<file path="config.mk">
export PLATFORM = sky130hd
export DESIGN_NAME = iaf_flags
export DESIGN_NICKNAME = d
export VERILOG_FILES = /design/src/hdl/iaf_pkg.sv /design/src/hdl/iaf_flags.sv
export SDC_FILE = /design/constraint.sdc
export NUM_CORES = 1
export LEC_CHECK = 0
export ABC_CLOCK_PERIOD_IN_PS = 900
export BUFFER_PORTS_ARGS = -buffer_cell sky130_fd_sc_hd__clkbuf_2
export CORE_AREA = 2 2 39 41
export DETAILED_ROUTE_END_ITERATION = 16
export DIE_AREA = 0 0 41 43
export HOLD_SLACK_MARGIN = 0.06
export PLACE_DENSITY_LB_ADDON = 0.08
export SYNTH_ARGS = -nofsm -noshare
export SYNTH_HDL_FRONTEND = slang
export SYNTH_SLANG_ARGS = --single-unit
</file>
<file path="constraint.sdc">
create_clock -name ref_clk -period 0.9 [get_ports ref_clk]
set_input_delay 0.09 -clock ref_clk [delete_from_list [all_inputs] [get_ports ref_clk]]
set_output_delay 0.09 -clock ref_clk [all_outputs]
set_load 0.1 [all_outputs]
</file>
<file path="src/hdl/iaf_pkg.sv">
package iaf_pkg;

    // Flag reset values
    localparam logic ACK_RST = 1'h0;
    localparam logic GC_RST  = 1'h0;
    localparam logic SA_RST  = 1'h0;

    // Level that the data line is pulled to while an acknowledge is driven
    localparam logic SDA_LOW = 1'h0;

    // Software side strobes and write data, one clock wide each
    typedef struct packed {
        logic dr_wr;     // Write of bus_data_register
        logic dr_rd;     // Read of bus_data_register
        logic ack_wr;    // Write of the acknowledge bit
        logic ack_wdata; // Value written to the acknowledge bit
        logic gc_rd;     // Read of general_call_seen_flag
        logic gc_wr;     // Write of general_call_seen_flag
        logic gc_wdata;  // Value written to general_call_seen_flag
    } iaf_sw_s;

    // Flag state shown to software
    typedef struct packed {
        logic ack;       // Acknowledge bit
        logic gc;        // general_call_seen_flag
        logic sa;        // Slave address recognised
    } iaf_flags_s;

endpackage

</file>
<file path="src/hdl/iaf_flags.sv">
// Overview of operation
// RQ1 - Receive mode drives stored acknowledge bit out
// RQ2 - Transmit mode loads acknowledge from receiver's answer
// RQ3 - General call in slave receive sets flag
// RQ4 - Data register access clears general call flag
// RQ5 - Read one then write zero clears flag
// RQ6 - Slave flag resets zero, data access clears
`timescale 1ns/1ps
`default_nettype none

module iaf_flags
    import iaf_pkg::*;
(
    // Clock and reset
    input  wire logic       ref_clk,
    input  wire logic       rst,
    // Operating mode
    input  wire logic       xmit_mode,
    input  wire logic       slave_rx,
    // Bus events from the shifter
    input  wire logic       ack_slot,
    input  wire logic       ack_sample,
    input  wire logic       gc_detect,
    input  wire logic       sa_detect,
    // Data line, open drain
    input  wire logic       sda_i,
    output logic            sda_o,
    output logic            sda_oe,
    // Software access
    input  wire iaf_sw_s    sw,
    output iaf_flags_s      flags
);

    // One flop per flag, so each concern has its own process and a single driver
    logic ack_ff;
    logic gc_ff;
    logic sa_ff;
    logic armed_ff;
    logic sda_oe_ff;
    logic sda_o_ff;

    // Events decoded from the inputs of the current cycle
    logic dr_clear;
    logic gc_set;
    logic sa_set;
    logic gc_sw_clear;
    logic tx_sample;

    // A data register access counts only in the direction the mode moves data;
    // a read while transmitting or a write while receiving leaves the flags alone
    function automatic logic dir_access(
        input logic tx,
        input logic wr,
        input logic rd
    );
        return (tx && wr) || (!tx && rd);
    endfunction

    // Address detections only count while the unit is a slave receiver
    function automatic logic rx_event(
        input logic detect,
        input logic rx
    );
        return detect && rx;
    endfunction

    // Set and clear sources, qualified here so the flag processes stay plain
    assign dr_clear    = dir_access(xmit_mode, sw.dr_wr, sw.dr_rd); // RQ4
    assign gc_set      = rx_event(gc_detect, slave_rx); // RQ3
    assign sa_set      = rx_event(sa_detect || gc_detect, slave_rx);
    assign gc_sw_clear = armed_ff && sw.gc_wr && !sw.gc_wdata; // RQ5
    assign tx_sample   = xmit_mode && ack_sample; // RQ2

    // Acknowledge bit: the sampled answer wins over a software write in the same cycle,
    // since the bus answer cannot be repeated while software can write again
    always_ff @(posedge ref_clk or posedge rst) begin
        if (rst) begin
            ack_ff <= ACK_RST;
        end else if (tx_sample) begin
            ack_ff <= sda_i; // RQ2
        end else if (sw.ack_wr) begin
            ack_ff <= sw.ack_wdata; // RQ1
        end
    end

    // General call flag: a detection in the clearing cycle is kept, so no call is lost
    always_ff @(posedge ref_clk or posedge rst) begin
        if (rst) begin
            gc_ff <= GC_RST;
        end else if (gc_set) begin
            gc_ff <= 1'h1; // RQ3
        end else if (dr_clear || gc_sw_clear) begin
            gc_ff <= 1'h0; // RQ4 RQ5
        end
    end

    // Arm the software clear only on a read that saw a one; any write disarms it,
    // and so does the flag dropping by another route, so a stale read cannot clear
    always_ff @(posedge ref_clk or posedge rst) begin
        if (rst) begin
            armed_ff <= 1'h0;
        end else if (sw.gc_wr || !gc_ff) begin
            armed_ff <= 1'h0;
        end else if (sw.gc_rd) begin
            armed_ff <= 1'h1; // RQ5
        end
    end

    // Slave address flag: a match in the clearing cycle wins over the access
    always_ff @(posedge ref_clk or posedge rst) begin
        if (rst) begin
            sa_ff <= SA_RST; // RQ6
        end else if (sa_set) begin
            sa_ff <= 1'h1;
        end else if (dr_clear) begin
            sa_ff <= 1'h0; // RQ6
        end
    end

    // Pull the line low in the slot only for an acknowledge; a one just releases it
    always_ff @(posedge ref_clk or posedge rst) begin
        if (rst) begin
            sda_oe_ff <= 1'h0;
        end else begin
            sda_oe_ff <= ack_slot && !xmit_mode && !ack_ff; // RQ1
        end
    end

    // Open-drain level; only the enable moves, the level sits in a flop like every output
    always_ff @(posedge ref_clk or posedge rst) begin
        if (rst) begin
            sda_o_ff <= SDA_LOW;
        end else begin
            sda_o_ff <= SDA_LOW; // RQ1
        end
    end

    // Outputs straight from the flops
    assign flags  = {ack_ff, gc_ff, sa_ff};
    assign sda_oe = sda_oe_ff;
    assign sda_o  = sda_o_ff;

    // Most checks below look one cycle ahead, sa_rise_a and arm_source_a one cycle back, matching the one-cycle lag of every flop;
    // all of them are idle while reset is applied

    // Receive acknowledge of zero pulls the line
    ack_drive_a: assert property (@(posedge ref_clk) disable iff (rst) // RQ1
        (ack_slot && !xmit_mode && !ack_ff) |=> sda_oe)
        else $error("acknowledge not driven low");

    // Receive acknowledge of one or transmit mode leaves the line free
    ack_release_a: assert property (@(posedge ref_clk) disable iff (rst) // RQ1
        (!ack_slot || xmit_mode || ack_ff) |=> !sda_oe)
        else $error("data line driven outside an acknowledge");

    // Software write lands when no answer is sampled in the same cycle
    ack_write_a: assert property (@(posedge ref_clk) disable iff (rst) // RQ1
        (sw.ack_wr && !tx_sample) |=> (flags.ack == $past(sw.ack_wdata)))
        else $error("acknowledge write lost");

    // Without a transmit sample or a write the acknowledge bit holds
    ack_hold_a: assert property (@(posedge ref_clk) disable iff (rst) // RQ2
        (!tx_sample && !sw.ack_wr) |=> $stable(flags.ack))
        else $error("acknowledge bit changed without cause");

    // Transmit sample lands in the acknowledge bit
    ack_sample_a: assert property (@(posedge ref_clk) disable iff (rst) // RQ2
        (xmit_mode && ack_sample) |=> (flags.ack == $past(sda_i)))
        else $error("acknowledge answer not captured");

    // General call in slave receive sets the flag
    gc_set_a: assert property (@(posedge ref_clk) disable iff (rst) // RQ3
        (gc_detect && slave_rx) |=> flags.gc)
        else $error("general call not flagged");

    // Data register access clears the flag
    gc_dr_clear_a: assert property (@(posedge ref_clk) disable iff (rst) // RQ4
        (!gc_set && ((xmit_mode && sw.dr_wr) || (!xmit_mode && sw.dr_rd))) |=> !flags.gc)
        else $error("general call flag not cleared by data access");

    // Read of one then write of zero clears
    gc_sw_clear_a: assert property (@(posedge ref_clk) disable iff (rst) // RQ5
        (flags.gc && sw.gc_rd && !sw.gc_wr && !gc_set) ##1
        (sw.gc_wr && !sw.gc_wdata && !gc_set) |=> !flags.gc)
        else $error("read then write zero did not clear");

    // Write of zero without a prior read keeps the flag
    gc_keep_a: assert property (@(posedge ref_clk) disable iff (rst) // RQ5
        (flags.gc && !armed_ff && !dr_clear) |=> flags.gc)
        else $error("general call flag lost without cause");

    // Slave flag clears on data access without a match in the same cycle
    sa_clear_a: assert property (@(posedge ref_clk) disable iff (rst) // RQ6
        (!sa_set && dr_clear) |=> !flags.sa)
        else $error("slave address flag not cleared");

    // Slave flag never rises without a detection
    sa_rise_a: assert property (@(posedge ref_clk) disable iff (rst) // RQ6
        $rose(flags.sa) |-> $past(sa_set))
        else $error("slave address flag set without match");

    // General call flag stays low without a detection in slave receive
    gc_quiet_a: assert property (@(posedge ref_clk) disable iff (rst) // RQ3
        (!flags.gc && !gc_set) |=> !flags.gc)
        else $error("general call flag set without detection");

    // The clear is armed only by a read that saw a one, with no write alongside
    arm_source_a: assert property (@(posedge ref_clk) disable iff (rst) // RQ5
        $rose(armed_ff) |-> $past(sw.gc_rd && flags.gc && !sw.gc_wr))
        else $error("software clear armed without a read of one");

    // Slave match in slave receive sets the flag
    sa_set_a: assert property (@(posedge ref_clk) disable iff (rst) // RQ6
        sa_set |=> flags.sa)
        else $error("slave address match not flagged");

    // Slave flag holds until a data register access
    sa_keep_a: assert property (@(posedge ref_clk) disable iff (rst) // RQ6
        (flags.sa && !dr_clear) |=> flags.sa)
        else $error("slave address flag lost without cause");

endmodule

`default_nettype wire

</file>
# After elaboration in Yosys (flattened, before gate mapping)
# Cells that the tools add are included.
# W data, S select, Z words.
# totals
ff_bits,5
output_inout_bits,5
word_cells,34
# op_classes
n_mux,8
reduce_logical,21
# ops
cell,count
$logic_and A1 B1 Y1,9
$mux W1,8
$reduce_bool A2 Y1,4
$logic_not A1 Y1,4
$logic_or A1 B1 Y1,4

# Longest topological paths before layout
# logic_depth
depth_word,6
ltp_mapped,2
depth_no_buf,2

# Least setup slack after synthesis
# Ideal clock, no wire load.
# synth_timing
kind,flip-flop to flip-flop
from,register ack_ff (netlist name)
to,register ack_ff
setup_time_ns,0.125
arrival_ns,0.877
required_ns,0.775
path_slack_ns,-0.102
path_stages_with_launch,3
n_path_buf,0
period_less_slack_ns,1.002
path_cell_list,dfrtp_1 > mux2_1 > mux2_2
# synth_rtl
element,line,rtl
to (signal assigned),iaf_flags.sv:80,ack_ff <= sda_i;
to (signal assigned),iaf_flags.sv:82,ack_ff <= sw.ack_wdata;
to (decl),iaf_flags.sv:35,logic ack_ff;

==> out/metrics.yaml <==
outcome: "finished with violations"
violations: "setup timing"
yosys.area.top_type_share_pct: 47.6
cts.clk_slew.worst_paths_ns: 0.04
cp_max_fo: 2
layout_commonest_cell: "clkbuf_2"
synthXorXnorAreaFrac_pct: 0
drtIter0Drc: 0
slew_violations: 0
final_cell_mix: "clkbuf_2 (15), dfrtp_1 (4), buf_12 (4)"
rr_worst_depth: 2
finalClockSkew_ns: 0.00147
synth-simple-area-share_pct: 12.4
drc_errors: 0
core-area_mm2: 0.00138
syn_to_final_growth_pct: 83.3
placed_cell_area_um2: 424
drt-total-wl_um: 576
power.density_mw_per_mm2: 1780
synthMuxAreaShare_pct: 14.3
hold_depth: 2
syn_nets: 41
layout_min_cycle_time_ns: 1.02
fin_area_um2: 482
grt_usage_pct: 8.39
drtAntennaViolNets: 0
ir_drop_uv: 644
synthTopCellsByArea: "dfrtp_1 (48%), buf_4 (11%), mux2_4 (5.7%), o31ai_2 (4.8%), inv_1 (4.3%)"
yosys_warnings: 0
r2r_slack_ns: -0.12
fp-row-count: 14
r2r_end: "ack_ff"
rr_startpoint: "ack_ff"
avgViaCountPerCell: 3.61
min_to: "sda_oe"
io_pins: 21
n_fill_cell: 156
synth_cells: 25
cts_tree: "built"
hold_viol_final: 0
io_buffers: 19
hpwl_um: 508
die_h_um: 43
h-tree-depth: 1
yosysTopAreaCell: "dfrtp_1"
seq_area_frac_synth_pct: 47.6
globalRoute.totalOverflow: 0
setup.worst_path.class: "flip-flop to flip-flop"
period_share_pct: 114
hold_ws_ns: 0.0543
routed-via-count: 231
syn_area_per_cell_um2: 10.5
worstSetupStartpointType: "flip-flop"
ys_ff_latch: 5
grt_max_degree: 6
die-area_mm2: 0.00176
leakage_nw: 0.259
end_kind: "flip-flop"
num_antenna_cells: 0
clkSinkCount: 5
initial_core_util_pct: 19.0
die_x_um: 41
rsz0062_at_grt: "yes"
synth.distinct_cells: 14
synth_compound_area_share_pct: 8.57
fin_ws_ns: -0.122
grt_pass1_wl_um: 931
drive_gt1_share_pct: 60.4
synthAdderAreaFrac_pct: 0
hold_path.class: "input port to flip-flop"
cts_made_buffers: 3
setup_viol: 3
wl_per_cell_um: 9.00
setup_tns_ns: -0.226
grt_pass1_vias: 236
root_buffer: "clkbuf_4"
first_pass_iters: 1
required_ns: 1.02
clock_latency_ns: 0.24
synthesis.area_um2: 263
antenna_found_initial: 0
clock.fmax_mhz: 979
min_from: "xmit_mode"
place.gp.congestion: 0.589
synth_top_family_by_area: "buffers and inverters"
cts_max_path_buffers: 2
max_cap_violations: 0
cp.arrival_ns: 1.14
nNetsFinal: 65
[critical path, stage by stage (launching register included)]
cell	delay [ns]
dfrtp_1	0.39
mux2_4	0.27
mux2_4	0.25
[synthesized netlist by cell type]
cell	number
mux2_4	1
and3b_1	1
inv_1	3
conb_1	1
o21ai_0	2
o31ai_2	1
nor3b_1	1
nand2_1	2
mux2_2	1
buf_4	4
dfrtp_1	5
nor2_1	1
mux2_1	1
nor3_1	1
[repair_timing]
item	CTS	global route
hold buffers	2	0
gates resized for setup	1	0
endpoints found under the setup margin	5	5
setup buffers	0	1
pin swaps	0	0
gates cloned	0	0
hold endpoints to repair	7	0
[state kept, by name (all words and copies together) (netlist names)]
signal / cells
ack_ff: 1
armed_ff: 1
gc_ff: 1
sa_ff: 1
sda_oe: 1
[through the flow]
stage	utilization, %	setup WS, ns	power [mW]	instances
6_report	34.8	-0.122	0.856	64
5_1_grt	34.8	-0.147	0.908	64
4_1_cts	34.3	-0.126	0.873	63
3_5_place_dp	30.7	-0.106	0.592	57
3_3_place_gp	30.7	-0.0909	0.588	57
2_1_floorplan	-	-0.0936	0.482	25
[area by class of cell]
class	count	area (µm²)	share of cell area, %
Inverter	3	11.3	2.34
Timing Repair Buffer	23	194	40.3
Sequential cell	5	126	26.2
Clock buffer	4	26.3	5.45
Multi-Input combinational cell	13	104	21.6
Tap cell	16	20.0	4.16
[per-layer routing]
metal  part of all wire [%]  vias up  global-route usage (%)  wire length (µm)
li1                       -      123                       -                 -
met1                     37       94                    8.55               213
met2                     50       12                    12.2               288
met3                     11        2                    3.14                64
met4                    1.7        0                    8.00                10
met5                      0        -                       0                 0
[where the power goes]
group	total, mW	leakage, nW	switching, mW	internal [mW]
registers	0.264	0.0607	0.0173	0.246
logic	0.339	0.184	0.196	0.143
clock network	0.253	0.0150	0.0862	0.167
total	0.856	0.259	0.300	0.556
[worst max-delay path by stage]
stage	start	to	slack (ns)	cells after the start
after CTS	ack_ff	ack_ff	-0.13	2
after global routing	ack_ff	ack_ff	-0.15	2
after floorplan	ack_ff	ack_ff	-0.09	2
after global placement	ack_ff	ack_ff	-0.09	2
final	ack_ff	ack_ff	-0.12	2
after detailed placement	ack_ff	ack_ff	-0.11	2
[cells by family after synthesis]
| group | Yosys count |
|---|---|
| DFF | 5 |
| other | 1 |
| AOI/OAI and AO/OA | 3 |
| buffers and inverters | 7 |
| muxes | 3 |
| and+or+nand+nor | 6 |
Power figures use the tool's default switching activity.
